**config.mk**
```make
export PLATFORM = sky130hd
export DESIGN_NAME = rcc_top
export DESIGN_NICKNAME = d
export VERILOG_FILES = /design/src/shared/rcc_pkg.sv /design/src/design/rcc_spi_slave.sv /design/src/design/rcc_rate_seq.sv /design/src/design/rcc_top.sv
export VERILOG_INCLUDE_DIRS = /design/src /design/src/shared
export SDC_FILE = /design/constraint.sdc
export NUM_CORES = 1
export LEC_CHECK = 0
export BUFFER_PORTS_ARGS = -buffer_cell sky130_fd_sc_hd__buf_2
export CAP_MARGIN = 10
export CORE_ASPECT_RATIO = 0.9
export CORE_MARGIN = 2
export CORE_UTILIZATION = 62
export CTS_CLUSTER_DIAMETER = 80
export DETAILED_ROUTE_END_ITERATION = 16
export PLACE_DENSITY_LB_ADDON = 0.25
export SLEW_MARGIN = 30
export SYNTH_ARGS = -nofsm -noshare
export SYNTH_HDL_FRONTEND = slang
export SYNTH_SLANG_ARGS = --single-unit
```
**constraint.sdc**
```tcl
create_clock -name clk -period 2.8 [get_ports clk]
set_input_delay 0.42 -clock clk [delete_from_list [all_inputs] [get_ports clk]]
set_output_delay 0.42 -clock clk [all_outputs]
set_load 0.05 [all_outputs]
```
**src/shared/rcc_consts.svh**
```systemverilog
/*
  Constants of the recording-control block: register addresses, field positions,
  reset value and counts. Assumes inclusion by every design file of the block.
*/
`ifndef RCC_CONSTS_SVH
`define RCC_CONSTS_SVH
// ==========================================
// Register addresses and reset value
`define RCC_ADDR_LO 7'h1A
`define RCC_ADDR_HI 7'h1B
`define RCC_RESET 16'h1102
`define RCC_WRITE_MASK 16'hBFFF
`define RCC_WRITE_BIT 15
// ==========================================
// Field positions
`define RCC_F_MODE 0
`define RCC_F_STORE 2
`define RCC_F_MAG 4
`define RCC_F_VEL 5
`define RCC_F_STAT 6
`define RCC_F_PDN 7
`define RCC_F_RATE 8
`define RCC_F_WIN 12
`define RCC_F_TMO 15
// ==========================================
// Field codes
`define RCC_MODE_MSPEC 2'h0
`define RCC_MODE_ASPEC 2'h1
`define RCC_MODE_MTC 2'h2
`define RCC_MODE_STREAM 2'h3
`define RCC_STORE_NONE 2'h0
`define RCC_STORE_ALARM 2'h1
`define RCC_STORE_ALL 2'h2
// ==========================================
// Counts and rates
`define RCC_TMO_PERIODS 3'h5
`define RCC_FRAME_LAST 4'hF
`define RCC_BASE_RATE_SPS 220000
`endif

```
**src/shared/rcc_pkg.sv**
```systemverilog
/*
  Types of the recording-control block.
  Assumes nothing of its surroundings.
*/
package rcc_pkg;
  // ==========================================
  // Sequencing states
  typedef enum logic [1:0] {
    ST_IDLE,
    ST_CAPTURE,
    ST_SLEEP,
    ST_STREAM
  } rcc_state_type;
endpackage : rcc_pkg

```
**src/design/rcc_spi_slave.sv**
```systemverilog
/*
  Serial slave: synchronises chip select, serial clock and data in, gathers
  16-bit frames, shifts a reply word out. Assumes serial clock idles high.
*/
`timescale 1ns/1ps
`include "rcc_consts.svh"
module rcc_spi_slave (
  input wire logic clk,
  input wire logic nrst,
  input wire logic cs_n,
  input wire logic sclk,
  input wire logic din,
  input wire logic [15:0] tx_word,
  output logic dout,
  output logic frame_valid,
  output logic [15:0] frame_word,
  output logic cs_fall,
  output logic sclk_rise
);
  logic [2:0] cs_s;
  logic [2:0] sck_s;
  logic [1:0] din_s;
  logic [3:0] bit_cnt_r;
  logic [15:0] rx_sh_r;
  logic [15:0] tx_sh_r;
  logic sclk_fall;

  // ==========================================
  // Synchronisers; stage 0 feeds stage 1 only
  always_ff @(posedge clk) begin
    if (!nrst) begin
      cs_s <= 3'h7;
      sck_s <= 3'h7;
      din_s <= 2'h0;
    end else begin
      cs_s <= {cs_s[1:0], cs_n};
      sck_s <= {sck_s[1:0], sclk};
      din_s <= {din_s[0], din};
    end
  end

  assign cs_fall = !cs_s[1] && cs_s[2];
  assign sclk_rise = sck_s[1] && !sck_s[2];
  assign sclk_fall = !sck_s[1] && sck_s[2] && !cs_s[1];

  // ==========================================
  // Receive side
  always_ff @(posedge clk) begin
    if (!nrst) begin
      bit_cnt_r <= 4'h0;
      rx_sh_r <= 16'h0000;
      frame_valid <= 1'b0;
      frame_word <= 16'h0000;
    end else begin
      frame_valid <= 1'b0;
      if (cs_s[1]) begin
        bit_cnt_r <= 4'h0;
      end else if (sclk_rise) begin
        rx_sh_r <= {rx_sh_r[14:0], din_s[1]};
        bit_cnt_r <= bit_cnt_r + 4'h1;
        if (bit_cnt_r == `RCC_FRAME_LAST) begin
          frame_valid <= 1'b1;
          frame_word <= {rx_sh_r[14:0], din_s[1]};
        end
      end
    end
  end

  // ==========================================
  // Transmit side; bit 15 stands from select and is reloaded at the first fall, so mode 3 loses no bit
  always_ff @(posedge clk) begin
    if (!nrst) begin
      tx_sh_r <= 16'h0000;
      dout <= 1'b0;
    end else if (cs_fall) begin
      dout <= tx_word[15];
      tx_sh_r <= tx_word;
    end else if (sclk_fall) begin
      dout <= tx_sh_r[15];
      tx_sh_r <= {tx_sh_r[14:0], 1'b0};
    end
  end
endmodule : rcc_spi_slave

```
**src/design/rcc_rate_seq.sv**
```systemverilog
/*
  Sample-rate selector rotation across capture events.
  Assumes advance is a one-cycle pulse on the same clock.
*/
`timescale 1ns/1ps
`include "rcc_consts.svh"
module rcc_rate_seq (
  input wire logic clk,
  input wire logic nrst,
  input wire logic [3:0] enable_mask,
  input wire logic advance,
  input wire logic [15:0] exponents,
  output logic [1:0] rate_sel,
  output logic [3:0] rate_exponent
);
  // Next enabled selector after cur, ascending with wrap
  function automatic logic [1:0] rcc_next_sel(input logic [3:0] m, input logic [1:0] cur);
    logic [1:0] idx;
    rcc_next_sel = cur;
    for (int i = 4; i >= 1; i--) begin
      idx = cur + 2'(i);
      if (m[idx]) begin
        rcc_next_sel = idx;
      end
    end
  endfunction : rcc_next_sel

  // ==========================================
  // Selector; reset at 3 so the first event takes the lowest set selector
  always_ff @(posedge clk) begin
    if (!nrst) begin
      rate_sel <= 2'h3;
    end else if (advance) begin
      rate_sel <= rcc_next_sel(enable_mask, rate_sel);
    end
  end

  // Rate = base rate over two to this exponent
  always_ff @(posedge clk) begin
    if (!nrst) begin
      rate_exponent <= 4'h0;
    end else begin
      rate_exponent <= exponents[rate_sel * 4 +: 4];
    end
  end

  // ==========================================
  // Checks
  property p_single_rate;
    @(posedge clk) disable iff (!nrst)
    (advance && $countones(enable_mask) == 1)
      |=> (enable_mask[rate_sel] && $stable(enable_mask) || !$stable(enable_mask));
  endproperty
  a_single_rate: assert property (p_single_rate) else $error("single selector not held");
  property p_two_alternate;
    @(posedge clk) disable iff (!nrst)
    (advance && $countones(enable_mask) == 2 && enable_mask[rate_sel]) |=> (rate_sel != $past(rate_sel));
  endproperty
  a_two_alternate: assert property (p_two_alternate) else $error("two selectors did not alternate");
  property p_four_cycle;
    @(posedge clk) disable iff (!nrst)
    (advance && enable_mask == 4'hF) |=> (rate_sel == $past(rate_sel) + 2'h1);
  endproperty
  a_four_cycle: assert property (p_four_cycle) else $error("four selectors out of order");
  property p_rate_exp;
    @(posedge clk) disable iff (!nrst)
    ($past(nrst) && $stable(rate_sel) && $stable(exponents)) |-> (rate_exponent == exponents[rate_sel * 4 +: 4]);
  endproperty
  a_rate_exp: assert property (p_rate_exp) else $error("rate exponent mismatch");
endmodule : rcc_rate_seq

```
**src/design/rcc_top.sv**
```systemverilog
/*
  Recording-control register and capture, sleep and streaming sequencing.
  Assumes the host reaches the register over the serial port; trigger, done,
  alarm and data-ready inputs come from logic on clk.
*/
`timescale 1ns/1ps
`include "rcc_consts.svh"
// Function
// - Mode field picks manual spectral, automatic spectral, time capture or streaming.
// - Storage code 00 writes no record; result stays in SRAM; 11 reserved.
// - Storage code 01 stores a record only when an alarm is exceeded.
// - Storage code 10 stores a record after every capture event.
// - Magnitude bit makes z buffer hold three-axis magnitude outside streaming.
// - Magnitude bit clear keeps every axis processed separately.
// - Velocity bit selects integrated velocity, else acceleration, in buffers.
// - Statistics bit enables statistics in manual time capture mode.
// - Power-down bit sends device to sleep after capture, else stays awake.
// - Automatic spectral mode wakes itself for the next capture.
// - Timeout bit halts streaming after five data-ready periods without clock.
// - Without timeout, the streaming pin starts and stops streaming; leaving streaming mode also stops it.
// - Window field: 00 rectangular, 01 Hanning, 10 flat top.
// - One selector set: every capture uses that rate.
// - Two selectors set: captures alternate between both rates.
// - Four selectors set: rates cycle 0, 1, 2, 3, repeat.
// - Selector rate is base rate over two to its exponent field.
module rcc_top (
  input wire logic clk,
  input wire logic nrst,
  input wire logic cs_n,
  input wire logic sclk,
  input wire logic din,
  output logic dout,
  input wire logic streaming_pin,
  input wire logic capture_request,
  input wire logic auto_timer_tick,
  input wire logic capture_done,
  input wire logic alarm_exceeded,
  input wire logic data_ready,
  input wire logic [15:0] decimation_exponents,
  output logic [1:0] recording_mode,
  output logic capture_start,
  output logic store_record,
  output logic sram_hold,
  output logic z_is_magnitude,
  output logic velocity_select,
  output logic statistics_enable,
  output logic [1:0] window_select,
  output logic sleeping,
  output logic streaming_active,
  output logic stream_timed_out,
  output logic [1:0] rate_select,
  output logic [3:0] rate_exponent
);
  logic [15:0] recording_control_r;
  logic [6:0] rd_addr_r;
  logic [15:0] tx_word;
  logic frame_valid;
  logic [15:0] frame_word;
  logic cs_fall;
  logic sclk_rise;
  logic [1:0] pin_s;
  rcc_pkg::rcc_state_type state_r;
  rcc_pkg::rcc_state_type state_nxt;
  logic [2:0] tmo_cnt_r;
  logic halt_r;
  logic timeout_hit;
  logic capture_go;
  logic store_now;
  logic [1:0] mode;
  logic [1:0] policy;
  logic spectral_or_capture;

  function automatic logic rcc_hit(input logic [6:0] a);
    rcc_hit = (a == `RCC_ADDR_LO) || (a == `RCC_ADDR_HI);
  endfunction : rcc_hit

  // ==========================================
  // Serial port
  rcc_spi_slave u_spi (
    .clk(clk),
    .nrst(nrst),
    .cs_n(cs_n),
    .sclk(sclk),
    .din(din),
    .tx_word(tx_word),
    .dout(dout),
    .frame_valid(frame_valid),
    .frame_word(frame_word),
    .cs_fall(cs_fall),
    .sclk_rise(sclk_rise)
  );

  // Reply to the read of the previous frame
  assign tx_word = rcc_hit(rd_addr_r) ? recording_control_r : 16'h0000;

  // ==========================================
  // Register writes, one byte per frame
  always_ff @(posedge clk) begin
    if (!nrst) begin
      recording_control_r <= `RCC_RESET;
    end else if (frame_valid && frame_word[`RCC_WRITE_BIT]) begin
      if (frame_word[14:8] == `RCC_ADDR_LO) begin
        recording_control_r[7:0] <= frame_word[7:0];
      end else if (frame_word[14:8] == `RCC_ADDR_HI) begin
        recording_control_r[15:8] <= frame_word[7:0] & 8'(`RCC_WRITE_MASK >> 8);
      end
    end
  end

  // Read address; a write frame clears the pending reply
  always_ff @(posedge clk) begin
    if (!nrst) begin
      rd_addr_r <= 7'h00;
    end else if (frame_valid) begin
      rd_addr_r <= frame_word[`RCC_WRITE_BIT] ? 7'h00 : frame_word[14:8];
    end
  end

  // ==========================================
  // Field decode
  assign mode = recording_control_r[`RCC_F_MODE +: 2];
  assign policy = recording_control_r[`RCC_F_STORE +: 2];
  assign spectral_or_capture = (mode != `RCC_MODE_STREAM);
  // Reserved storage code behaves as no storage
  assign store_now = capture_done && (state_r == rcc_pkg::ST_CAPTURE)
    && ((policy == `RCC_STORE_ALL) || (policy == `RCC_STORE_ALARM && alarm_exceeded));

  // Streaming pin comes from outside
  always_ff @(posedge clk) begin
    if (!nrst) begin
      pin_s <= 2'h0;
    end else begin
      pin_s <= {pin_s[0], streaming_pin};
    end
  end

  // ==========================================
  // Sequencing
  assign capture_go = ((state_r == rcc_pkg::ST_IDLE) && spectral_or_capture
    && ((mode == `RCC_MODE_ASPEC) ? auto_timer_tick : capture_request))
    || ((state_r == rcc_pkg::ST_SLEEP) && mode == `RCC_MODE_ASPEC && auto_timer_tick);

  always_comb begin
    state_nxt = state_r;
    case (state_r)
      rcc_pkg::ST_IDLE: begin
        if (capture_go) begin
          state_nxt = rcc_pkg::ST_CAPTURE;
        end else if (mode == `RCC_MODE_STREAM && pin_s[1] && !halt_r) begin
          state_nxt = rcc_pkg::ST_STREAM;
        end
      end
      rcc_pkg::ST_CAPTURE: begin
        if (capture_done) begin
          state_nxt = recording_control_r[`RCC_F_PDN] ? rcc_pkg::ST_SLEEP : rcc_pkg::ST_IDLE;
        end
      end
      rcc_pkg::ST_SLEEP: begin
        if (capture_go) begin
          state_nxt = rcc_pkg::ST_CAPTURE;
        end else if (cs_fall) begin
          state_nxt = rcc_pkg::ST_IDLE;
        end
      end
      rcc_pkg::ST_STREAM: begin
        if (!pin_s[1] || timeout_hit || mode != `RCC_MODE_STREAM) begin
          state_nxt = rcc_pkg::ST_IDLE;
        end
      end
      default: begin
        state_nxt = rcc_pkg::ST_IDLE;
      end
    endcase
  end

  always_ff @(posedge clk) begin
    if (!nrst) begin
      state_r <= rcc_pkg::ST_IDLE;
    end else begin
      state_r <= state_nxt;
    end
  end

  // ==========================================
  // Streaming timeout; a clock edge in the same cycle wins over data ready
  assign timeout_hit = recording_control_r[`RCC_F_TMO] && data_ready && !sclk_rise
    && (tmo_cnt_r == `RCC_TMO_PERIODS - 3'h1);

  always_ff @(posedge clk) begin
    if (!nrst) begin
      tmo_cnt_r <= 3'h0;
    end else if (state_r != rcc_pkg::ST_STREAM || sclk_rise) begin
      tmo_cnt_r <= 3'h0;
    end else if (data_ready && tmo_cnt_r != `RCC_TMO_PERIODS) begin
      tmo_cnt_r <= tmo_cnt_r + 3'h1;
    end
  end

  // Halt holds until the pin drops, so a stalled host cannot restart streaming
  always_ff @(posedge clk) begin
    if (!nrst) begin
      halt_r <= 1'b0;
    end else if (state_r == rcc_pkg::ST_STREAM && timeout_hit) begin
      halt_r <= 1'b1;
    end else if (!pin_s[1]) begin
      halt_r <= 1'b0;
    end
  end

  // ==========================================
  // Rate rotation
  rcc_rate_seq u_rate (
    .clk(clk),
    .nrst(nrst),
    .enable_mask(recording_control_r[`RCC_F_RATE +: 4]),
    .advance(capture_go),
    .exponents(decimation_exponents),
    .rate_sel(rate_select),
    .rate_exponent(rate_exponent)
  );

  // ==========================================
  // Registered outputs
  always_ff @(posedge clk) begin
    if (!nrst) begin
      capture_start <= 1'b0;
      store_record <= 1'b0;
    end else begin
      capture_start <= capture_go;
      store_record <= store_now;
    end
  end

  always_ff @(posedge clk) begin
    if (!nrst) begin
      recording_mode <= `RCC_MODE_MSPEC;
      sram_hold <= 1'b0;
      z_is_magnitude <= 1'b0;
      velocity_select <= 1'b0;
      statistics_enable <= 1'b0;
      window_select <= 2'h0;
      sleeping <= 1'b0;
      streaming_active <= 1'b0;
      stream_timed_out <= 1'b0;
    end else begin
      recording_mode <= mode;
      sram_hold <= (policy == `RCC_STORE_NONE) || (policy == 2'h3);
      z_is_magnitude <= recording_control_r[`RCC_F_MAG] && spectral_or_capture;
      velocity_select <= recording_control_r[`RCC_F_VEL];
      statistics_enable <= recording_control_r[`RCC_F_STAT] && mode == `RCC_MODE_MTC;
      window_select <= recording_control_r[`RCC_F_WIN +: 2];
      sleeping <= (state_nxt == rcc_pkg::ST_SLEEP);
      streaming_active <= (state_nxt == rcc_pkg::ST_STREAM);
      stream_timed_out <= halt_r;
    end
  end

  // ==========================================
  // Checks
  property p_mode_out;
    @(posedge clk) disable iff (!nrst)
    ($past(nrst) && $stable(mode)) |-> (recording_mode == mode);
  endproperty
  a_mode_out: assert property (p_mode_out) else $error("mode output mismatch");
  property p_no_store;
    @(posedge clk) disable iff (!nrst)
    (policy == `RCC_STORE_NONE && $stable(policy)) |=> !store_record;
  endproperty
  a_no_store: assert property (p_no_store) else $error("record stored with storage off");
  property p_alarm_store;
    @(posedge clk) disable iff (!nrst)
    (state_r == rcc_pkg::ST_CAPTURE && capture_done && policy == `RCC_STORE_ALARM)
      |=> (store_record == $past(alarm_exceeded));
  endproperty
  a_alarm_store: assert property (p_alarm_store) else $error("alarm storage wrong");
  property p_all_store;
    @(posedge clk) disable iff (!nrst)
    (state_r == rcc_pkg::ST_CAPTURE && capture_done && policy == `RCC_STORE_ALL) |=> store_record ##1 !store_record;
  endproperty
  a_all_store: assert property (p_all_store) else $error("record not stored");
  property p_magnitude;
    @(posedge clk) disable iff (!nrst)
    ($past(nrst) && $stable(recording_control_r))
      |-> (z_is_magnitude == (recording_control_r[`RCC_F_MAG] && mode != `RCC_MODE_STREAM));
  endproperty
  a_magnitude: assert property (p_magnitude) else $error("magnitude select wrong");
  property p_velocity;
    @(posedge clk) disable iff (!nrst)
    ($past(nrst) && $stable(recording_control_r)) |-> (velocity_select == recording_control_r[`RCC_F_VEL]);
  endproperty
  a_velocity: assert property (p_velocity) else $error("velocity select wrong");
  property p_stats;
    @(posedge clk) disable iff (!nrst)
    ($past(nrst) && $stable(recording_control_r))
      |-> (statistics_enable == (recording_control_r[`RCC_F_STAT] && mode == `RCC_MODE_MTC));
  endproperty
  a_stats: assert property (p_stats) else $error("statistics enable wrong");
  property p_power_down;
    @(posedge clk) disable iff (!nrst)
    (state_r == rcc_pkg::ST_CAPTURE && capture_done) |=> (sleeping == $past(recording_control_r[`RCC_F_PDN]));
  endproperty
  a_power_down: assert property (p_power_down) else $error("power-down decision wrong");
  property p_self_wake;
    @(posedge clk) disable iff (!nrst)
    (state_r == rcc_pkg::ST_SLEEP && mode == `RCC_MODE_ASPEC && auto_timer_tick) |=> capture_start && !sleeping;
  endproperty
  a_self_wake: assert property (p_self_wake) else $error("no self wake");
  property p_timeout;
    @(posedge clk) disable iff (!nrst)
    (state_r == rcc_pkg::ST_STREAM && timeout_hit) |=> !streaming_active ##1 stream_timed_out;
  endproperty
  a_timeout: assert property (p_timeout) else $error("streaming not halted");
  property p_pin_only;
    @(posedge clk) disable iff (!nrst)
    (state_r == rcc_pkg::ST_STREAM && !recording_control_r[`RCC_F_TMO] && pin_s[1] && mode == `RCC_MODE_STREAM)
      |=> (state_r == rcc_pkg::ST_STREAM);
  endproperty
  a_pin_only: assert property (p_pin_only) else $error("streaming stopped without pin");
  property p_window;
    @(posedge clk) disable iff (!nrst)
    ($past(nrst) && $stable(recording_control_r)) |-> (window_select == recording_control_r[`RCC_F_WIN +: 2]);
  endproperty
  a_window: assert property (p_window) else $error("window select wrong");
  property p_sram_hold;
    @(posedge clk) disable iff (!nrst)
    ($past(nrst) && $stable(policy)) |-> (sram_hold == (policy == `RCC_STORE_NONE || policy == 2'h3));
  endproperty
  a_sram_hold: assert property (p_sram_hold) else $error("sram hold wrong");
  property p_start_pulse;
    @(posedge clk) disable iff (!nrst)
    capture_start |=> !capture_start;
  endproperty
  a_start_pulse: assert property (p_start_pulse) else $error("capture start longer than one cycle");
  property p_stream_start;
    @(posedge clk) disable iff (!nrst)
    (state_r == rcc_pkg::ST_IDLE && mode == `RCC_MODE_STREAM && pin_s[1] && !halt_r) |=> streaming_active;
  endproperty
  a_stream_start: assert property (p_stream_start) else $error("streaming pin did not start streaming");
  property p_halt_blocks;
    @(posedge clk) disable iff (!nrst)
    (halt_r && pin_s[1]) |=> !streaming_active;
  endproperty
  a_halt_blocks: assert property (p_halt_blocks) else $error("streaming restarted after timeout");
  property p_sleep_holds;
    @(posedge clk) disable iff (!nrst)
    (state_r == rcc_pkg::ST_SLEEP && !cs_fall && !capture_go) |=> sleeping;
  endproperty
  a_sleep_holds: assert property (p_sleep_holds) else $error("sleep left without wake");
endmodule : rcc_top

```
# [After elaboration in Yosys (flattened, before gate mapping)]
# Cells that the tools add are included.
[totals] output_inout_bits=20 register_bits=110 inputBits=27 word_cells=136
[op_classes] reduce_logical=46 n_mux=27 shifts=1 n_addsub=5 bitwise_logic=4 order_cmp=3 eq_ne=21
[ops] op="two-way mux 16 bit" n=3
[ops] op="equality test 7 x 5 -> 1 bit (second input constant)" n=4
[ops] op="logical AND 1 bit" n=21
[ops] op="two-way mux 2 bit" n=10
[ops] op="equality test 2 bit (second input constant)" n=8
[ops] op="variable part select 16 x 5 -> 4 bit" n=1
[ops] op="less-than comparator 2 x 3 -> 1 bit (second input constant)" n=3
[ops] op="two-way mux 1 bit" n=9
[ops] op="case mux 2 bit (4 select lines)" n=1
[ops] op="logical OR 1 bit" n=7
[ops] op="two-way mux 7 bit" n=1
[ops] op="binary-select mux 1 bit (select 2 bit)" n=3
[ops] op="equality test 2 x 1 -> 1 bit (second input constant)" n=3
[ops] op="logical NOT 1 bit" n=6
[ops] op="AND reduction 2 bit" n=3
[ops] op="AND reduction 3 bit" n=2
[ops] op="adder 2 bit (second input constant)" n=2
[ops] op="adder 4 x 1 -> 4 bit (second input constant)" n=1
[ops] op="equality test 4 bit (second input constant)" n=1
[ops] op="logical NOT 2 bit" n=2
[ops] op="inequality test 2 bit (second input constant)" n=2
[ops] op="NOT 1 bit" n=4
[ops] op="OR reduction 2 bit" n=2
[ops] op="adder 3 x 1 -> 3 bit (second input constant)" n=1
[ops] op="other kinds (7)" n=7

# [Logic depth before layout (Yosys ltp)]
[logic_depth] ltp_word=10 mapped_depth=6 mapped_depth_nobuf=6

# [By module]
# Synthesis repeated with hierarchy kept, for this count alone.
[hier_totals] hier_cells=471 hier_area_um2=4603.2
[modules_own_cells] module="rcc_spi_slave" seq_area_each_um2=1221.2 cells_each=254 area_per_inst_um2=2416.1 n_inst=1
[modules_own_cells] module="rcc_top" seq_area_each_um2=840.8 cells_each=180 area_per_inst_um2=1774.2 n_inst=1
[modules_own_cells] module="rcc_rate_seq" seq_area_each_um2=120.1 cells_each=37 area_per_inst_um2=412.9 n_inst=1

# [Least setup slack after synthesis]
# Ideal clock, no wire load.
[synth_path] path_type="register -> register" from="register u_rate.rate_sel[0]" to="register u_rate.rate_sel[0]" arrival_time_ps=1897 stages_incl_launch_ff=6 path_buffers=1 required_ps=2679 setup_slack_ps=782 period_less_slack_ps=2018 setup_time_ps=121 path_cell_list="dfxtp_1 buf_4 nor2_1 a221o_1 a211oi_1 mux2_2"
[synth_between] elab_chain_len=5 word_cells_on_any_way=14 cone_classes="add/sub (3); mux (9); reduce/logical (2)"
[synth_lines] item="from (decl)" line_no="rcc_rate_seq.sv:13" text="output logic [1:0] rate_sel,"
[synth_lines] item="from (signal assigned)" line_no="rcc_rate_seq.sv:34" text="rate_sel <= rcc_next_sel(enable_mask, rate_sel);"
[synth_lines] item="adder 2 x 1 -> 2 bit / adder 2 bit (equally long branches)" line_no="rcc_rate_seq.sv:21" text="idx = cur + 2'(i);"
[synth_lines] item="binary-select mux 1 bit (select 2 bit)" line_no="rcc_rate_seq.sv:22" text="if (m[idx]) begin"
[synth_lines] item="two-way mux 1 bit (not written as such)" line_no="rcc_rate_seq.sv:22"
[synth_lines] item="nonzero test 3 bit (no source line) / two-way mux 2 bit (equally long branches)"
[synth_lines] item="AND reduction 2 bit (no source line) / two-way mux 2 bit (equally long branches)"
# Several ways; a longest one is shown, not always the timed one. The select of a mux whose other input is x is not followed.
# A chain may end at the register's enable or synchronous reset.

# [Worst setup path in the final report]
[layout_path] from="register recording_control_r[0]" to="register u_rate.rate_sel[0]"
[layout_between] elab_chain_len=5 word_cells_on_any_way=9 cone_classes="eq/ne (2); mux (1); reduce/logical (6)"
[layout_lines] item="from (decl)" line_no="rcc_top.sv:54" text="logic [15:0] recording_control_r;"
[layout_lines] item="from (signal assigned)" line_no="rcc_top.sv:100" text="recording_control_r <= `RCC_RESET;"
[layout_lines] item="from (signal assigned)" line_no="rcc_top.sv:103" text="recording_control_r[7:0] <= frame_word[7:0];"
[layout_lines] item="equality test 2 x 1 -> 1 bit (no source line) / inequality test 2 bit (equally long branches)"
[layout_lines] item="two-way mux 1 bit (tied with other cells)" line_no="rcc_top.sv:140" text="&& ((mode == `RCC_MODE_ASPEC) ? auto_timer_tick : capture_request))"
[layout_lines] item="logical AND 1 bit, on equally long branches" line_no="rcc_top.sv:139, rcc_top.sv:141"
[layout_lines] item="logical OR 1 bit (*)" line_no="rcc_top.sv:139" text="assign capture_go = ((state_r == rcc_pkg::ST_IDLE) && spectral_or_capture"
[layout_lines] item="AND reduction 2 bit (no source line) (*)"
# Every way passes the cells marked *; elsewhere a longest branch is shown, timed or not.

==> tab_implementation.tex <==
\begin{tabular}{lr}
\hline
Metric & Value \\
\hline
\multicolumn{2}{l}{\textbf{Worst hold path}} \\
\quad Worst min path class & input port to register \\
\quad Hold Crit Endpoint & u\_spi.sck\_s[0] \\
\quad Beginning of the worst hold path & sclk \\
\quad Worst hold path depth & 2 \\
\multicolumn{2}{l}{\textbf{CTS}} \\
\quad Total setup buffers inserted after CTS & 0 \\
\quad Post-CTS sizing & 0 \\
\quad Post-cts hold buffer count & 0 \\
\quad Worst-path clk slew & 0.10 ns \\
\quad Number of buffers on the longest clock path & 2 \\
\quad CTS tree & done \\
\quad Number of buffers created by CTS & 9 \\
\quad CTS H-tree depth & 3 \\
\quad Number of clock sinks & 109 \\
\quad Later-pin clock latency in the skew report & between 0.3 and 0.4 ns \\
\quad Clock root buffer master & sky130\_fd\_sc\_hd\_\_clkbuf\_8 \\
\multicolumn{2}{l}{\textbf{STA}} \\
\quad Actual slew at the worst max-slew pin & $\sim$0.73 ns \\
\quad Max Slew Vio Count & 0 \\
\quad Hold Violations, Final & 0 \\
\quad Relative slew margins & between 50\% and 60\% \\
\quad Setup violation total in the final timing report & 0 \\
\quad Final sum of negative setup slack & 0 ns \\
\quad Worst-case clock skew & 0.00975 ns \\
\quad Tightest hold margin & between 0.2 and 0.25 ns \\
\quad Post-layout min period & approximately 2.1 ns \\
\quad Period Utilization, post-route & between 70\% and 80\% \\
\quad Achievable frequency & roughly 470 MHz \\
\quad Setup repair after global routing missed its margin & false \\
\multicolumn{2}{l}{\textbf{Detailed routing}} \\
\quad TritonRoute pass-1 iters & 4 \\
\quad Via count & roughly 3200 \\
\quad Wire length after detailed routing & 8540 um \\
\quad Routed Antenna Nets & 0 \\
\quad Vias per Instance & $\sim$5.5 \\
\quad Detailed Route Iter0 Violations & between 100 and 150 \\
\quad Average wire length per cell after detail routing & approximately 15 um \\
\quad Drc violations & 0 \\
\multicolumn{2}{l}{\textbf{GRT}} \\
\quad Antenna violations before repair & 0 \\
\quad Number of global-route vias before repair & a little over 3000 \\
\quad Pin count of the biggest net entering global routing & 53 \\
\quad Wire length of the first global-routing pass & $\sim$14000 um \\
\quad Overall routing resource usage & about 23\% \\
\quad Aggregate global routing overflow & 0 \\
\multicolumn{2}{l}{\textbf{Yosys}} \\
\quad Sequential area share after synthesis & 50.6\% \\
\quad Area of the mapped netlist & 4310 um2 \\
\quad Flop and latch count out of synthesis & $\sim$110 \\
\quad Number of warnings printed during yosys synthesis & 0 \\
\quad Synthesized area per cell & 9.69 um2 \\
\quad Main synth FF type & sky130\_fd\_sc\_hd\_\_dfxtp\_1 \\
\quad Cell variety after synth & a little under 60 \\
\quad Post-Syn Nets & 478 \\
\quad Number of enable-type register cells in the synthesized netlist & 0 \\
\quad Async S/R FF share, synth & 0\% \\
\quad Post-synthesis cell count & approximately 450 \\
\multicolumn{2}{l}{\textbf{Cells and area}} \\
\quad Area growth syn-to-layout & 10.4\% \\
\quad Antenna diode instance count & 0 \\
\quad Fin util & between 70\% and 80\% \\
\quad Ratio of cells with drive above 1 in the final layout & 19.4\% \\
\quad Fillcell total & between 500 and 600 \\
\quad Final instance area & between 4000 and 5000 um2 \\
\quad Nets & 517 \\
\multicolumn{2}{l}{\textbf{Worst setup path}} \\
\quad Required time of the worst setup path & between 3 and 4 ns \\
\quad Kind of end point of the critical path & register \\
\quad Minimum setup slack among reg-to-reg paths & approximately 0.69 ns \\
\quad Logic depth of the worst register-to-register path & 4 \\
\quad Largest fanout on the critical path & 8 \\
\quad Kind of start point of the critical path & register \\
\quad Critical path arrival & roughly 2.4 ns \\
\quad FF-to-FF End & u\_rate.rate\_sel[0] \\
\quad Worst reg2reg startpoint & recording\_control\_r[0] \\
\quad Crit Path Category & register to register \\
\multicolumn{2}{l}{\textbf{Power}} \\
\quad Power density of the placed cells & $\sim$560 nW/um2 \\
\quad Leakage dissipation & $\sim$1.9 nW \\
\quad Worst voltage drop across the vdd grid & between 0.0003 and 0.0004 V \\
\multicolumn{2}{l}{\textbf{Floorplan}} \\
\quad Standard-cell rows & 28 \\
\quad Die area & around 7600 um2 \\
\quad Chip Width & slightly above 90 um \\
\quad Starting density of the core & 64.8\% \\
\quad Area of the placeable core & $\sim$6700 um2 \\
\quad Ports & 47 \\
\quad Die H & between 80 and 90 um \\
\multicolumn{2}{l}{\textbf{Place}} \\
\quad \# port buffers & 46 \\
\quad Total cell area at the placement stage & 4590 um2 \\
\quad HPWL Detailed & between 5000 and 6000 um \\
\quad Final weighted congestion in routability-driven placement & roughly 0.85 \\
\multicolumn{2}{l}{\textbf{Outcome}} \\
\quad Outcome & finished clean \\
\multicolumn{2}{l}{\textbf{Flow run}} \\
\quad Max-cap viol count & 0 \\
\hline
\end{tabular}
## worst max path at each step
stage / startpoint / endpoint / slack (ns) / depth (start not counted)
6_report: recording_control_r[0] / u_rate.rate_sel[0] / 0.69 / 4
5_1_grt: recording_control_r[0] / u_rate.rate_sel[0] / 0.61 / 4
4_1_cts: recording_control_r[0] / u_rate.rate_sel[0] / 0.79 / 4
2_1_floorplan: u_rate.rate_sel[0] / u_rate.rate_sel[0] / 0.78 / 5
3_5_place_dp: auto_timer_tick / u_rate.rate_sel[0] / 0.74 / 5
3_3_place_gp: auto_timer_tick / u_rate.rate_sel[0] / 0.79 / 5
## cell usage after synthesis, drive strengths merged, types with 2 or more instances
master  instances  area (um2)
or2             2        12.5
nand4           2        12.5
nor4            3        40.0
ha              6        75.1
clkbuf         15        56.3
nor2b           4        25.0
or3b            2        17.5
mux2           15         169
xnor2           2        17.5
nand2b         10        62.6
o311ai          2        17.5
and2b           6        45.0
o21ai           2        10.0
nor4b           2        23.8
a21oi          45         225
nand2          65         244
dfxtp         109        2180
and3b           2        17.5
nand4b          2        23.8
inv             9        33.8
nand3b          3        22.5
buf             9        57.6
nor3            2        10.0
xor2            2        17.5
o22ai           2        12.5
nand3           2        10.0
mux4            4        90.1
mux2i          34         340
o31ai           2        15.0
nor3b           3        27.5
nor2           45         169
and2           15        93.8
## area by class of cell
type                            instances  area (um2)  share of cell area (%)
Inverter                               10        37.5                   0.788
Tap cell                               90         113                    2.37
Clock inverter                          5        36.3                   0.762
Clock buffer                           11         131                    2.76
Timing Repair Buffer                   52         275                    5.78
Sequential cell                       109        2180                    45.8
Multi-Input combinational cell        302        1990                    41.7
## flip-flops by register name, indices dropped and copies added (netlist names), 2 cells and up
register	flops
u_spi.frame_word	16
tmo_cnt_r	3
u_rate.rate_exponent	4
u_spi.tx_sh_r	16
window_select	2
u_spi.rx_sh_r	15
state_r	2
u_rate.rate_sel	2
u_spi.cs_s	3
u_spi.bit_cnt_r	4
recording_control_r	15
u_spi.sck_s	3
recording_mode	2
rd_addr_r	6
pin_s	2
u_spi.din_s	2
## placed cells by master (no fill, tap or decap), types with 3 or more instances in the layout
cell                       count
sky130_fd_sc_hd__a21oi_1      45
sky130_fd_sc_hd__and2_1       15
sky130_fd_sc_hd__and2b_1       6
sky130_fd_sc_hd__buf_2        46
sky130_fd_sc_hd__buf_4         6
sky130_fd_sc_hd__clkbuf_8      9
sky130_fd_sc_hd__dfxtp_1     109
sky130_fd_sc_hd__ha_1          6
sky130_fd_sc_hd__inv_1         9
sky130_fd_sc_hd__mux2_2       15
sky130_fd_sc_hd__mux2i_1      34
sky130_fd_sc_hd__mux4_2        4
sky130_fd_sc_hd__nand2_1      65
sky130_fd_sc_hd__nand2b_1     10
sky130_fd_sc_hd__nand3b_1      3
sky130_fd_sc_hd__nor2_1       45
sky130_fd_sc_hd__nor2b_1       4
## metal layers
layer	part of all wire (%)	vias to the layer above	global-route usage [%]
li1	-	1590	-
met1	47	1540	30.7
met2	48	57	36.2
met3	4.4	10	6.35
met4	1.3	0	6.78
met5	0	-	0
## cell families (layout without fill, tap and decap cells)
family / count (synthesis) / in the layout / synth area share, %
fa+ha+maj: 6 / 6 / 1.74
buf+inv: 34 / 78 / 3.51
mux: 53 / 53 / 13.9
xor+xnor: 4 / 4 / 0.812
flops: 109 / 109 / 50.6
simple gates: 176 / 176 / 21.0
compound gates: 63 / 63 / 8.47
## per-stage QoR
| step | worst slack (ns) | std cells | power [W] |
|---|---|---|---|
| after global placement | 0.794 | 563 | 0.00186 |
| after detailed placement | 0.739 | 563 | 0.00187 |
| after CTS | 0.792 | 579 | 0.00270 |
| final | 0.692 | 579 | 0.00268 |
| after floorplan | 0.782 | 445 | 0.00182 |
| after global routing | 0.607 | 579 | 0.00277 |
## power breakdown
part           internal, W  switching [W]  leakage, nW
Clock             0.000328       0.000515       0.0812
Sequential         0.00158      0.0000347        0.884
Combinational    0.0000863       0.000137        0.893
## worst max-delay path, cell delays in order (launching register included)
cell	delay (ns)
sky130_fd_sc_hd__dfxtp_1	0.47
sky130_fd_sc_hd__nor4bb_1	0.63
sky130_fd_sc_hd__o32ai_1	0.27
sky130_fd_sc_hd__a211oi_1	0.27
sky130_fd_sc_hd__mux2_2	0.36
Note: power is estimated with default switching activity, not from simulation.
